<file path="src/logic/bzo_cfg.svh">
// register offsets, field positions and reset values of the tone output block
`ifndef BZO_CFG_SVH
`define BZO_CFG_SVH

// byte offsets on the register bus
`define BZO_OFF_PORT_DATA 8'h00
`define BZO_OFF_PORT_DIR 8'h04
`define BZO_OFF_CONTROL 8'h08
`define BZO_OFF_STATUS 8'h0c

// port line numbers that carry the tone pair
`define BZO_LINE1 1
`define BZO_LINE2 2

// field positions
`define BZO_CTRL_SRC_BIT 0
`define BZO_STAT_TONE_BIT 8
`define BZO_STAT_OPT_LSB 9

// reset values
`define BZO_RST_PORT_DATA 8'h00
`define BZO_RST_PORT_DIR 8'hff
`define BZO_RST_SRC_SEL 1'h0

`endif

</file>
<file path="src/logic/bzo_pkg.sv">
// types shared by the tone output block
package bzo_pkg;

  // build-time pin assignment of the two shared lines
  typedef enum logic [1:0] {
    BZO_OPT_GPIO = 2'h0,
    BZO_OPT_PAIR = 2'h1,
    BZO_OPT_SINGLE = 2'h2
  } bzo_opt_e;

  // whole state of the top module
  typedef struct packed {
    logic [7:0] port_a_data;
    logic [7:0] port_a_direction;
    logic tone_source_select;
    logic [7:0] pin_out;
    logic [7:0] pin_oe;
    logic waitrequest;
    logic [31:0] readdata;
  } bzo_state_s;

  // whole state of the divider
  typedef struct packed {
    logic tone;
  } bzo_div_state_s;

endpackage

</file>
<file path="src/logic/bzo_tone_if.sv">
// overflow pulses in, tone level out, between top and divider
interface bzo_tone_if;
  logic ovf0;
  logic ovf1;
  logic src_sel;
  logic tone;

  modport top (output ovf0, output ovf1, output src_sel, input tone);
  modport div (input ovf0, input ovf1, input src_sel, output tone);
endinterface

</file>
<file path="src/logic/bzo_top.sv">
// tone output block: register slave, divider and port A pin muxing
`include "bzo_cfg.svh"

module bzo_top #(
  parameter bzo_pkg::bzo_opt_e OPTION = bzo_pkg::BZO_OPT_PAIR
) (
  input wire logic clock,
  input wire logic rst,
  input wire logic [7:0] avs_address,
  input wire logic avs_read,
  input wire logic avs_write,
  input wire logic [31:0] avs_writedata,
  input wire logic [3:0] avs_byteenable,
  output logic [31:0] avs_readdata,
  output logic avs_waitrequest,
  input wire logic timer0_overflow,
  input wire logic timer1_overflow,
  input wire logic [7:0] port_a_in,
  output logic [7:0] port_a_out,
  output logic [7:0] port_a_oe
);

  ////////////////////////////////////////////////////////////////////////////
  // state and divider

  bzo_pkg::bzo_state_s s;
  bzo_pkg::bzo_state_s next_s;
  logic tone;
  logic request;
  logic accept;
  logic [31:0] read_mux;
  logic [7:0] pin_out_calc;
  logic [7:0] pin_oe_calc;
  logic gate1;

  bzo_tone_if tif ();

  // overflow pulses and the source bit feed the divider
  assign tif.ovf0 = timer0_overflow;
  assign tif.ovf1 = timer1_overflow;
  assign tif.src_sel = s.tone_source_select;
  assign tone = tif.tone;

  bzo_tone_div u_div (
    .clock(clock),
    .rst(rst),
    .tif(tif)
  );

  ////////////////////////////////////////////////////////////////////////////
  // register bus

  // a request is answered one cycle after it appears
  assign request = avs_read | avs_write;
  assign accept = request & ~s.waitrequest;

  // read data for the addressed register, zero when unmapped
  always_comb begin
    read_mux = 32'h0000_0000;
    case (avs_address)
      `BZO_OFF_PORT_DATA: begin
        read_mux[7:0] = s.port_a_data;
      end
      `BZO_OFF_PORT_DIR: begin
        read_mux[7:0] = s.port_a_direction;
      end
      `BZO_OFF_CONTROL: begin
        read_mux[`BZO_CTRL_SRC_BIT] = s.tone_source_select;
      end
      `BZO_OFF_STATUS: begin
        read_mux[7:0] = port_a_in;
        read_mux[`BZO_STAT_TONE_BIT] = tone;
        read_mux[`BZO_STAT_OPT_LSB +: 2] = OPTION;
      end
      default: begin
        read_mux = 32'h0000_0000;
      end
    endcase
  end

  ////////////////////////////////////////////////////////////////////////////
  // pin function of port A

  // line 1 data bit gates the tone on both tone lines
  assign gate1 = s.port_a_data[`BZO_LINE1];

  always_comb begin
    // plain I/O: direction bit low drives the data latch
    pin_out_calc = s.port_a_data;
    pin_oe_calc = ~s.port_a_direction;
    case (OPTION)
      bzo_pkg::BZO_OPT_PAIR: begin
        pin_out_calc[`BZO_LINE1] = gate1 & tone;
        pin_out_calc[`BZO_LINE2] = gate1 & ~tone;
      end
      bzo_pkg::BZO_OPT_SINGLE: begin
        pin_out_calc[`BZO_LINE1] = gate1 & tone;
      end
      default: begin
        pin_out_calc = s.port_a_data;
      end
    endcase
    // input direction wins on every line, both tone lines included
    // line 2 input, line 1 tone
    // line 1 input, line 2 tone
    pin_oe_calc = ~s.port_a_direction;
  end

  ////////////////////////////////////////////////////////////////////////////
  // next state

  always_comb begin
    next_s = s;
    next_s.waitrequest = 1'h1;
    // first cycle of a request: load answer, drop waitrequest
    if (request && s.waitrequest) begin
      next_s.waitrequest = 1'h0;
      next_s.readdata = read_mux;
    end
    // write lands at the edge where waitrequest is seen low
    if (accept && avs_write && avs_byteenable[0]) begin
      case (avs_address)
        `BZO_OFF_PORT_DATA: begin
          next_s.port_a_data = avs_writedata[7:0];
        end
        `BZO_OFF_PORT_DIR: begin
          next_s.port_a_direction = avs_writedata[7:0];
        end
        `BZO_OFF_CONTROL: begin
          next_s.tone_source_select = avs_writedata[`BZO_CTRL_SRC_BIT];
        end
        default: begin
          next_s.tone_source_select = s.tone_source_select;
        end
      endcase
    end
    // pins are registered so every output comes from a flop
    next_s.pin_out = pin_out_calc;
    next_s.pin_oe = pin_oe_calc;
  end

  // state register; ports start as inputs
  always_ff @(posedge clock) begin
    if (rst) begin
      s.port_a_data <= `BZO_RST_PORT_DATA;
      s.port_a_direction <= `BZO_RST_PORT_DIR;
      s.tone_source_select <= `BZO_RST_SRC_SEL;
      s.pin_out <= 8'h00;
      s.pin_oe <= 8'h00;
      s.waitrequest <= 1'h1;
      s.readdata <= 32'h0000_0000;
    end else begin
      s <= next_s;
    end
  end

  ////////////////////////////////////////////////////////////////////////////
  // outputs

  assign avs_readdata = s.readdata;
  assign avs_waitrequest = s.waitrequest;
  assign port_a_out = s.pin_out;
  assign port_a_oe = s.pin_oe;

endmodule

</file>
<file path="src/logic/bzo_tone_div.sv">
// divide-by-two of the selected timer overflow pulse
module bzo_tone_div (
  input wire logic clock,
  input wire logic rst,
  bzo_tone_if.div tif
);

  bzo_pkg::bzo_div_state_s s;
  bzo_pkg::bzo_div_state_s next_s;
  logic pulse;

  assign pulse = tif.src_sel ? tif.ovf1 : tif.ovf0;

  always_comb begin
    next_s = s;
    if (pulse) begin
      next_s.tone = ~s.tone;
    end
  end

  // state register, cleared by chip reset
  always_ff @(posedge clock) begin
    if (rst) begin
      s <= '0;
    end else begin
      s <= next_s;
    end
  end

  assign tif.tone = s.tone;

endmodule

</file>
<file path="config.mk">
export PLATFORM = sky130hd
export DESIGN_NAME = bzo_top
export DESIGN_NICKNAME = d
export VERILOG_FILES = /design/src/logic/bzo_pkg.sv /design/src/logic/bzo_tone_if.sv /design/src/logic/bzo_top.sv /design/src/logic/bzo_tone_div.sv
export VERILOG_INCLUDE_DIRS = /design/src /design/src/logic
export SDC_FILE = /design/constraint.sdc
export NUM_CORES = 1
export LEC_CHECK = 0
export BUFFER_PORTS_ARGS = -buffer_cell sky130_fd_sc_hd__buf_2
export CAP_MARGIN = 10
export CELL_PAD_IN_SITES_DETAIL_PLACEMENT = 0
export CELL_PAD_IN_SITES_GLOBAL_PLACEMENT = 1
export CORE_UTILIZATION = 32
export CTS_BUF_LIST = sky130_fd_sc_hd__clkbuf_16
export CTS_CLUSTER_DIAMETER = 40
export CTS_CLUSTER_SIZE = 30
export DETAILED_ROUTE_END_ITERATION = 12
export GPL_ROUTABILITY_DRIVEN = 0
export HOLD_SLACK_MARGIN = 0.03
export PLACE_DENSITY_LB_ADDON = 0.1
export SKIP_CTS_REPAIR_TIMING = 1
export SYNTH_ARGS = -nofsm -noshare
export SYNTH_HDL_FRONTEND = slang
export SYNTH_SLANG_ARGS = --single-unit
</file>
<file path="constraint.sdc">
create_clock -name clock -period 2.8 [get_ports clock]
set_input_delay 0.7 -clock clock [delete_from_list [all_inputs] [get_ports clock]]
set_output_delay 0.7 -clock clock [all_outputs]
set_load 0.1 [all_outputs]
</file>
==> results of run 1 <==
-- sequential cells by signal (all words and copies together) (netlist names) --
register	count
avs_readdata	10
s	9
port_a_oe	8
port_a_out	8
next_s	6
avs_waitrequest	1
gate1	1
tif.src_sel	1
u_div.tif.tone	1
-- stage by stage --
step / std cells / utilization [%]
global route: 323 / 36.89
CTS: 323 / 36.89
finish: 323 / 36.89
global placement: 315 / 34.56
detailed placement: 315 / 34.56
floorplan: 234 / -
-- metal layers --
| metal | GRT usage, % | up-vias |
|---|---|---|
| met5 | 0 | - |
| met2 | 18.48 | 45 |
| met3 | 3.777 | 5 |
| met1 | 16.70 | 596 |
| li1 | - | 701 |
| met4 | 4.232 | 0 |
-- worst max-delay path by stage --
stage / startpoint / endpoint / cells after the start
after floorplan: avs_address[5] / next_s[44]$_SDFFE_PP0P_ / 3
after global placement: avs_address[5] / avs_readdata[5]$_SDFFE_PP0P_ / 4
after detailed placement: avs_address[5] / avs_readdata[5]$_SDFFE_PP0P_ / 4
after CTS: avs_address[5] / avs_readdata[5]$_SDFFE_PP0P_ / 4
after global routing: avs_address[5] / avs_readdata[3]$_SDFFE_PP0P_ / 4
final: avs_address[5] / avs_readdata[5]$_SDFFE_PP0P_ / 4
-- worst max-delay path: stages --
cell and delay (ns):
buf_2 0.09, or4_4 0.58, or4_1 0.62, o32ai_1 0.32
-- kinds of logic (layout without fill, tap and decap cells) --
logic type	after synthesis	count (layout)	synth area share (%)
other	1	22	0.1789
and+or+nand+nor	51	51	14.63
DFF	45	45	42.98
muxes	26	26	13.31
buffers and inverters	71	83	21.37
xor gates and xnor gates	1	1	0.4180
AOI/OAI and AO/OA	18	18	7.104
-- report_power, final --
| group | internal (uW) | switching (uW) |
|---|---|---|
| Combinational | 42.5 | 185 |
| Clock | 330 | 257 |
| Sequential | 643 | 1.50 |
-- cells in the mapped netlist, types with 2 or more instances --
master     number  share of area (%)
a2bb2oi_1       7                2.9
o32ai_1         8                3.3
inv_1          13                2.3
o22ai_1         2               0.60
nor4_4          2                2.0
buf_4          48                 17
buf_1           2               0.36
nor2_1         19                3.4
mux2i_1        20                9.6
or2_2           2               0.60
clkbuf_1        7                1.3
nor2b_1        11                3.3
dfxtp_1        45                 43
nand2b_1       10                3.0
mux2_2          5                2.7
-- cell type report --
cell class | count | area (um2) | share of cell area [%]
flip-flops and latches | 45 | 900.9 | 38.46
multi-input cells | 118 | 825.8 | 35.26
repair buffers | 62 | 322.8 | 13.78
clock buffers | 5 | 125.1 | 5.342
well taps | 77 | 96.34 | 4.113
inverters | 13 | 48.80 | 2.083
clock inverters | 3 | 22.52 | 0.9615
==> summary.txt, run 1 <==
Power
  – Pwr Total: 1459 uW
  – Peak supply drop: 233.5 uV
  – LEAKAGE: 0.001042 uW
  – PD cells: 622.7 nW/um2

Drt
  – Met1 WL: a little under 2000 um
  – Remaining antenna violation count: 0
  – DR WL/cell: 12.37 um
  – Via count: 1,347
  – Top sig layer: met4
  – Routed wl met3: 196 um
  – Via density: 4.170
  – DRC viols: 0
  – Met2 wire len: approximately 1800 um
  – Final WL: ~4000 um
  – 1st-iter DRT viols: 57
  – DRT Pass-1 Iters: 4

Worst hold path
  – HP Class: flop to flop
  – Hold Crit Depth: 1
  – Worst Hold End: port_a_out[2]$_SDFF_PP0_
  – Hold path start: u_div.tif.tone$_SDFFE_PP0P_

Global route
  – First-pass GRT wire length: 6672 um
  – Vias in the first global route: 1,310
  – Initial antenna violation count: 0
  – Grt total ovfl: 0
  – Largest net degree at the start of global routing: 37
  – GR Util All Layers: 12.31%

Timing
  – Final WS setup: 0.6666 ns
  – Post-route minimum period: 2.133 ns
  – RSZ-0062 raised after global routing: no
  – Rel. slew slack: 66.50%
  – Worst Max-Slew Pin Slew: 0.5014 ns
  – Hold Slack: slightly above 0.4 ns
  – Max-slew violations: 0
  – Fmax: 468.7 MHz
  – Crit share post-route: between 70% and 80%
  – Final hold vios: 0
  – Final Setup Violations: 0
  – Setup Total Neg Slack: 0 ns
  – Worst Skew: 0.005018 ns

Synth
  – Post-Syn Area: 2096 um2
  – Seq/Total Area, Yosys: a little over two fifths
  – Fraction of registers with async set/reset: 0%
  – Yosys Warn Count: 0
  – Number of synthesized flops with an enable pin: 0
  – Unique masters post-synth: 27
  – #FFs+latches synth: 45
  – Predominant post-synthesis flop cell: dfxtp_1
  – Syn Inst Count: 213
  – Avg Cell Area, Syn: 9.839 um2

Floorplan
  – Starting density of the core: 33.00%
  – Die X: 82.93 um
  – Die height: 82.93 um
  – I/O Pins: 107
  – Die area: 6877 um2
  – Area of the core: 6350 um2
  – Rows: 29

Clocking
  – H-tree Lvls: 2
  – Num CTS Buffers: 5
  – Clock Tree Buf Depth: 2
  – Sink Count: between 40 and 50
  – Root Buffer: clkbuf_16
  – Clk_lat worst skew: 0.29 ns
  – TritonCTS clock tree: built
  – Clk slew on worst S/H paths: 0.06 ns

Place
  – IO Port Bufs: 57
  – DP Wirelength: 2965 um
  – DP Area: 2195 um2
  – DP Worst Slack: 0.3426 ns

Outcome
  – Status: finished, final reports clean

Finish
  – FILL cells: a little under 700
  – Area Overhead vs Synth: 11.76%
  – N_diodes: 0
  – Final Instance Area: 2342 um2
  – Commonest non-fill, non-tap cell in the layout: buf_2
  – Share of cells above drive strength 1: 32.93%
  – Number of nets in the layout: 303
  – Most frequent cells in the layout: buf_2 (57), dfxtp_1 (45), conb_1 (22)

Critical path
  – R2R setup slack: 1.19 ns
  – Setup crit start kind: input pin
  – Critical Path AT: 2.33 ns
  – Kind of critical path: input pin to flop
  – FF-to-FF path depth: 3
  – FF-to-FF Start: avs_waitrequest$_SDFF_PP1_
  – CP Max Fanout: 10
  – Reg-to-reg endpoint: avs_readdata[5]$_SDFFE_PP0P_
  – Req. time, crit path: 2.99 ns
  – Crit. End Element: flop

Job
  – Maxcap violations: 0
No activity file was read; power rests on OpenSTA's default activity.
==> run 2, diff against run 1 <==
--- a/config.mk
+++ b/config.mk
@@ -6,6 +6,7 @@
 export SDC_FILE = /design/constraint.sdc
 export NUM_CORES = 1
 export LEC_CHECK = 0
+export ABC_AREA = 1
 export BUFFER_PORTS_ARGS = -buffer_cell sky130_fd_sc_hd__buf_2
 export CAP_MARGIN = 10
 export CELL_PAD_IN_SITES_DETAIL_PLACEMENT = 0
==> constraint.sdc (replaced) <==
create_clock -name clock -period 2.1 [get_ports clock]
set_input_delay 0.525 -clock clock [delete_from_list [all_inputs] [get_ports clock]]
set_output_delay 0.525 -clock clock [all_outputs]
set_load 0.1 [all_outputs]
==> summary.txt, run 2 <==
Worst hold path
  – Hold path start: s[50]$_SDFFE_PP1P_
  – HP Class: flop to flop

Critical path
  – Setup crit end: avs_waitrequest
  – FF-to-FF path depth: 6 (+3)
  – Max incr delay on CP: 0.43 ns (-0.19 ns)
  – Kind of critical path: flop to output pin
  – Slowest CP cell: buf_2
  – Req. time, crit path: 1.57 ns (-1.42 ns)
  – Reg-to-reg endpoint: s[50]$_SDFFE_PP1P_
  – Critical Path AT: 1.07 ns (-1.26 ns)
  – Worst-path cell chain: buf_2
  – Critical path origin: avs_waitrequest$_SDFF_PP1_
  – Setup crit start kind: flop
  – R2R setup slack: 0.78 ns (-0.41 ns)
  – Largest delay share family, worst path: buffers and inverters
  – CP Max Fanout: 3 (-7)
  – FF-to-FF Start: avs_waitrequest$_SDFF_PP1_
  – Crit. End Element: output pin
  – Critical Path Stages: 1 (-3)
  – WP buf/inv: 1 (unchanged)

Drt
  – Met2 wire len: 1964 um (+10%)
  – DRC viols: 0 (unchanged)
  – Remaining antenna violation count: 0 (unchanged)
  – Via count: 1,604 (+19%)
  – Routed wl met3: 293 um (+49%)
  – DRT Pass-1 Iters: 6 (+2)
  – Met1 WL: 2259 um (+15%)
  – Via density: 4.221 (+1.2%)
  – Top sig layer: met4
  – Final WL: 4580 um (+15%)
  – 1st-iter DRT viols: 53 (-7.0%)
  – DR WL/cell: 12.05 um (-2.6%)

Synth
  – Yosys Warn Count: 0 (unchanged)
  – Yosys top cell by area: dfxtp_1
  – Mux cell area share after synthesis: 0.4574% (-13 points)
  – #FFs+latches synth: 45 (unchanged)
  – Number of synthesized flops with an enable pin: 0 (unchanged)
  – Post-Synth Simple-Gate Area: 25.90% (+11 points)
  – Synth Area in Compound Gates: 9.949% (+2.8 points)
  – Fraction of registers with async set/reset: 0% (unchanged)
  – Area contributors post-synth: dfxtp_1 (41%), buf_4 (17%), nand2_1 (9.4%)
  – Predominant post-synthesis flop cell: dfxtp_1
  – Largest family of logic cells by synthesized area: simple AND/OR/NAND/NOR gates
  – Post-Syn Area: 2188 um2 (+4.4%)
  – Unique masters post-synth: 26 (-3.7%)
  – Syn Inst Count: 270 (+27%)
  – Seq/Total Area, Yosys: 41.17% (-1.8 points)
  – Avg Cell Area, Syn: 8.105 um2 (-18%)
  – Synth cell count leaders: nand2_1 (55), buf_4 (49), dfxtp_1 (45)
  – Area share of the largest cell type after synthesis: 41.17% (-1.8 points)
  – XOR/XNOR share of the synthesized area: 0% (-0.42 points)
  – Most frequent cell after synthesis: nand2_1
  – Post-synthesis adder-cell area fraction: 0% (unchanged)

Power
  – PD cells: 840.4 nW/um2 (+35%)
  – Peak supply drop: 330.1 uV (+41%)
  – LEAKAGE: 0.001203 uW (+15%)

Timing
  – RSZ-0062 raised after global routing: no
  – Post-route minimum period: 1.593 ns
  – Worst Skew: 0.004426 ns (-0.0005916 ns)
  – Final hold vios: 0 (unchanged)
  – Final WS setup: 0.5075 ns (-0.1591 ns)
  – Max-slew violations: 0 (unchanged)
  – Setup Total Neg Slack: 0 ns (unchanged)
  – Final Setup Violations: 0 (unchanged)
  – Fmax: 627.9 MHz
  – Crit share post-route: 75.84%

Floorplan
  – I/O Pins: 107 (unchanged)
  – Die height: 84.70 um (+2.1%)
  – Die area: 7173 um2 (+4.3%)
  – Starting density of the core: 33.88% (+0.88 points)
  – Die X: 84.70 um (+2.1%)
  – Area of the core: 6459 um2 (+1.7%)
  – Rows: 29 (unchanged)

Global route
  – Grt total ovfl: 0 (unchanged)
  – GR Util All Layers: 13.59% (+1.3 points)
  – Initial antenna violation count: 0 (unchanged)
  – First-pass GRT wire length: 7396 um (+11%)
  – Largest net degree at the start of global routing: 27 (-27%)
  – Vias in the first global route: 1,456 (+11%)

Clocking
  – Clk slew on worst S/H paths: 0.06 ns (about the same)
  – TritonCTS clock tree: built
  – Sink Count: 45 (unchanged)
  – Clk_lat worst skew: 0.28 ns (about the same)
  – Root Buffer: clkbuf_16
  – H-tree Lvls: 2 (unchanged)
  – Clock Tree Buf Depth: 2 (unchanged)
  – Num CTS Buffers: 5 (unchanged)

Finish
  – Area Overhead vs Synth: 10.81%
  – Number of nets in the layout: 360 (+19%)
  – Share of cells above drive strength 1: 33.33% (+0.41 points)
  – Most frequent cells in the layout: buf_2 (57), nand2_1 (55), dfxtp_1 (45)
  – Commonest non-fill, non-tap cell in the layout: buf_2
  – FILL cells: 727 (+8.0%)
  – Number of flip-flops in the largest register: 10 (unchanged)
  – N_diodes: 0 (unchanged)

Job
  – Maxcap violations: 0 (unchanged)

Outcome
  – Status: finished, final reports clean

Place
  – DP Wirelength: 3309 um (+12%)
  – IO Port Bufs: 57 (unchanged)
  – DP Worst Slack: 0.4333 ns (+0.09068 ns)
-- run 2: changes by cell type after synthesis, sizes merged, moves of 10 or more --
| cell | delta |
|---|---|
| nand3 | +25 |
| nor2b | -11 |
| nand2 | +60 |
| nand2b | -10 |
| mux2i | -19 |
| o21ai | +11 |
| a21oi | +20 |
-- run 2: cells by family (layout without fill, tap and decap cells) --
logic type | Yosys count | after routing
buffers and inverters | 75 | 87
and+or+nand+nor | 115 | 115
DFF | 45 | 45
other | 1 | 22
AOI/OAI and AO/OA | 33 | 33
muxes | 1 | 1
-- run 2: area by class of cell --
class	count	area, um2	share of cell area [%]
inverters	19	75.07	3.096
clock buffers	5	125.1	5.160
multi-input cells	171	877.1	36.17
repair buffers	60	307.8	12.69
well taps	77	96.34	3.973
flip-flops and latches	45	900.9	37.15
clock inverters	3	42.54	1.754
-- run 2: worst min path at each step --
| stage | endpoint | cells past startpoint |
|---|---|---|
| floorplan | port_a_oe[1]$_SDFF_PP0_ | 1 |
| CTS | port_a_out[0]$_SDFF_PP0_ | 2 |
| detailed placement | port_a_oe[2]$_SDFF_PP0_ | 1 |
| finish | port_a_oe[0]$_SDFF_PP0_ | 1 |
| global route | s[54]$_SDFFE_PP1P_ | 3 |
| global placement | port_a_oe[2]$_SDFF_PP0_ | 1 |
-- run 2: report_power, final --
group          switching (uW)  internal (uW)  leakage, uW  total (uW)
Sequential               2.62            857     0.000363         860
Clock                     325            559    0.0000852         884
Combinational             255           39.1     0.000755         294
-- run 2: stage by stage --
step	instances	power, uW	utilization, %	hold WS, ns	cell area, um2
2_1_floorplan	291	1154	-	0.4133	2267
3_3_place_gp	372	1174	34.95	0.4418	2257
3_5_place_dp	372	1174	34.95	0.4331	2257
4_1_cts	380	2063	37.54	0.4527	2425
5_1_grt	380	2116	37.54	0.4728	2425
6_report	380	2038	37.54	0.4493	2425
-- run 2: per-layer routing --
| layer | global-route usage, % | up-vias |
|---|---|---|
| met5 | 0 | - |
| li1 | - | 844 |
| met3 | 3.638 | 5 |
| met4 | 4.622 | 0 |
| met2 | 20.77 | 52 |
| met1 | 18.52 | 703 |
==> run 3, diff against run 2 <==
==> constraint.sdc (replaced) <==
create_clock -name clock -period 1.5 [get_ports clock]
set_input_delay 0.375 -clock clock [delete_from_list [all_inputs] [get_ports clock]]
set_output_delay 0.375 -clock clock [all_outputs]
set_load 0.1 [all_outputs]
==> summary.txt, run 3 (synthesis results as in run 2) <==
Global route
  – Largest net degree at the start of global routing: 27 (unchanged)
  – Vias in the first global route: 1,475 (+1.3%)
  – Grt total ovfl: 0 (unchanged)
  – Initial antenna violation count: 0 (unchanged)
  – First-pass GRT wire length: 7396 um (unchanged)
  – GR Util All Layers: 13.67% (+0.080 points)

Worst hold path
  – Hold path start: avs_writedata[3]
  – Hold Crit Depth: 3 (+2)
  – Worst Hold End: s[53]$_SDFFE_PP1P_
  – HP Class: input pin to flop

Timing
  – Crit share post-route: 94.40%
  – Setup Total Neg Slack: 0 ns (unchanged)
  – RSZ-0062 raised after global routing: no
  – Fmax: 706.2 MHz
  – Post-route minimum period: 1.416 ns
  – Final WS setup: 0.08403 ns (-0.4234 ns)
  – Max-slew violations: 0 (unchanged)
  – Final Setup Violations: 0 (unchanged)
  – Final hold vios: 0 (unchanged)
  – Worst Skew: 0.002332 ns (-0.002094 ns)

Critical path
  – Setup crit start kind: flop
  – Max incr delay on CP: 0.43 ns (about the same)
  – Kind of critical path: flop to output pin
  – Crit. End Element: output pin
  – Reg-to-reg endpoint: s[50]$_SDFFE_PP1P_
  – Worst-path cell chain: buf_2
  – Critical Path Stages: 1 (unchanged)
  – R2R setup slack: 0.27 ns (-0.51 ns)
  – CP Max Fanout: 2 (-1)
  – Slowest CP cell: buf_2
  – Largest delay share family, worst path: buffers and inverters
  – FF-to-FF Start: avs_waitrequest$_SDFF_PP1_
  – Req. time, crit path: 1.12 ns (-0.45 ns)
  – FF-to-FF path depth: 6 (unchanged)
  – Critical Path AT: 1.04 ns (-0.03 ns)
  – WP buf/inv: 1 (unchanged)

Clocking
  – Clk slew on worst S/H paths: 0.06 ns (about the same)
  – Clk_lat worst skew: 0.28 ns (about the same)
  – Num CTS Buffers: 5 (unchanged)
  – H-tree Lvls: 2 (unchanged)
  – TritonCTS clock tree: built
  – Root Buffer: clkbuf_16
  – Sink Count: 45 (unchanged)
  – Clock Tree Buf Depth: 2 (unchanged)

Place
  – DP Wirelength: 3365 um (+1.7%)
  – IO Port Bufs: 57 (unchanged)
  – DP Worst Slack: 0.07320 ns (-0.3601 ns)

Finish
  – Most frequent cells in the layout: buf_2 (57), nand2_1 (55), dfxtp_1 (44)
  – FILL cells: 722 (-0.69%)
  – Number of nets in the layout: 363 (+0.83%)
  – Number of flip-flops in the largest register: 10 (unchanged)
  – N_diodes: 0 (unchanged)
  – Commonest non-fill, non-tap cell in the layout: buf_2
  – Share of cells above drive strength 1: 33.99% (+0.65 points)
  – Area Overhead vs Synth: 10.63%

Drt
  – DRT Pass-1 Iters: 6 (unchanged)
  – DR WL/cell: 12.16 um (+0.86%)
  – Via density: 4.251 (+0.70%)
  – Remaining antenna violation count: 0 (unchanged)
  – DRC viols: 0 (unchanged)
  – Via count: 1,628 (+1.5%)
  – Final WL: 4656 um (+1.7%)
  – 1st-iter DRT viols: 62 (+17%)

Power
  – PD cells: 1099 nW/um2 (+31%)
  – LEAKAGE: 0.001206 uW (+0.27%)
  – Peak supply drop: 441.7 uV (+34%)

Job
  – Maxcap violations: 0 (unchanged)

Floorplan
  – Die area: 7173 um2 (unchanged)
  – Rows: 29 (unchanged)
  – Die height: 84.70 um (unchanged)
  – Die X: 84.70 um (unchanged)
  – Area of the core: 6459 um2 (unchanged)
  – I/O Pins: 107 (unchanged)
  – Starting density of the core: 33.88% (unchanged)

Outcome
  – Status: finished, final reports clean
run 3: cell type report:
type,instances,area [um2],area share (%)
Sequential cell,45,902.1,37.26
Timing Repair Buffer,63,330.3,13.64
Multi-Input combinational cell,171,877.1,36.23
Inverter,19,75.07,3.101
Clock buffer,5,125.1,5.168
Clock inverter,3,15.01,0.6202
Tap cell,77,96.34,3.979
run 3: worst max path at each step:
stage,slack (ns),startpoint,to
after global placement,0.09,avs_address[7],avs_readdata[3]$_SDFFE_PP0P_
after CTS,0.07,avs_readdata[0]$_SDFFE_PP0P_,avs_readdata[0]
after detailed placement,0.07,avs_address[7],avs_readdata[5]$_SDFFE_PP0P_
after global routing,0.04,avs_readdata[0]$_SDFFE_PP0P_,avs_readdata[0]
after floorplan,0.17,avs_waitrequest$_SDFF_PP1_,s[50]$_SDFFE_PP1P_
final,0.08,avs_readdata[0]$_SDFFE_PP0P_,avs_readdata[0]
run 3: worst register-to-register path, stage by stage, from the launching register on:
cell and delay (ns):
dfxtp_2 0.32, nor2_2 0.28, inv_2 0.13, nor2_8 0.13, inv_2 0.10, nand2_1 0.09, o211ai_2 0.07
run 3: stage by stage:
stage | area, um2 | total power [uW] | hold WS, ns | utilization, % | std cells
2_1_floorplan | 2268 | 1616 | 0.4133 | - | 291
4_1_cts | 2421 | 2703 | 0.3177 | 37.49 | 383
6_report | 2421 | 2660 | 0.3258 | 37.49 | 383
5_1_grt | 2421 | 2761 | 0.3301 | 37.49 | 383
3_3_place_gp | 2281 | 1645 | 0.4424 | 35.32 | 375
3_5_place_dp | 2281 | 1644 | 0.4364 | 35.32 | 375
run 3: routing by layer:
layer | share of wire [%] | track usage (%)
met1 | 52 | 18.32
met2 | 43 | 21.51
met3 | 4.9 | 3.048
met4 | 0.82 | 5.085
met5 | 0 | 0
run 3: power breakdown:
group | internal [uW] | switching [uW]
sequential | 1200 | 3.46
combinational | 55.8 | 357
clock | 605 | 439
total | 1860 | 799
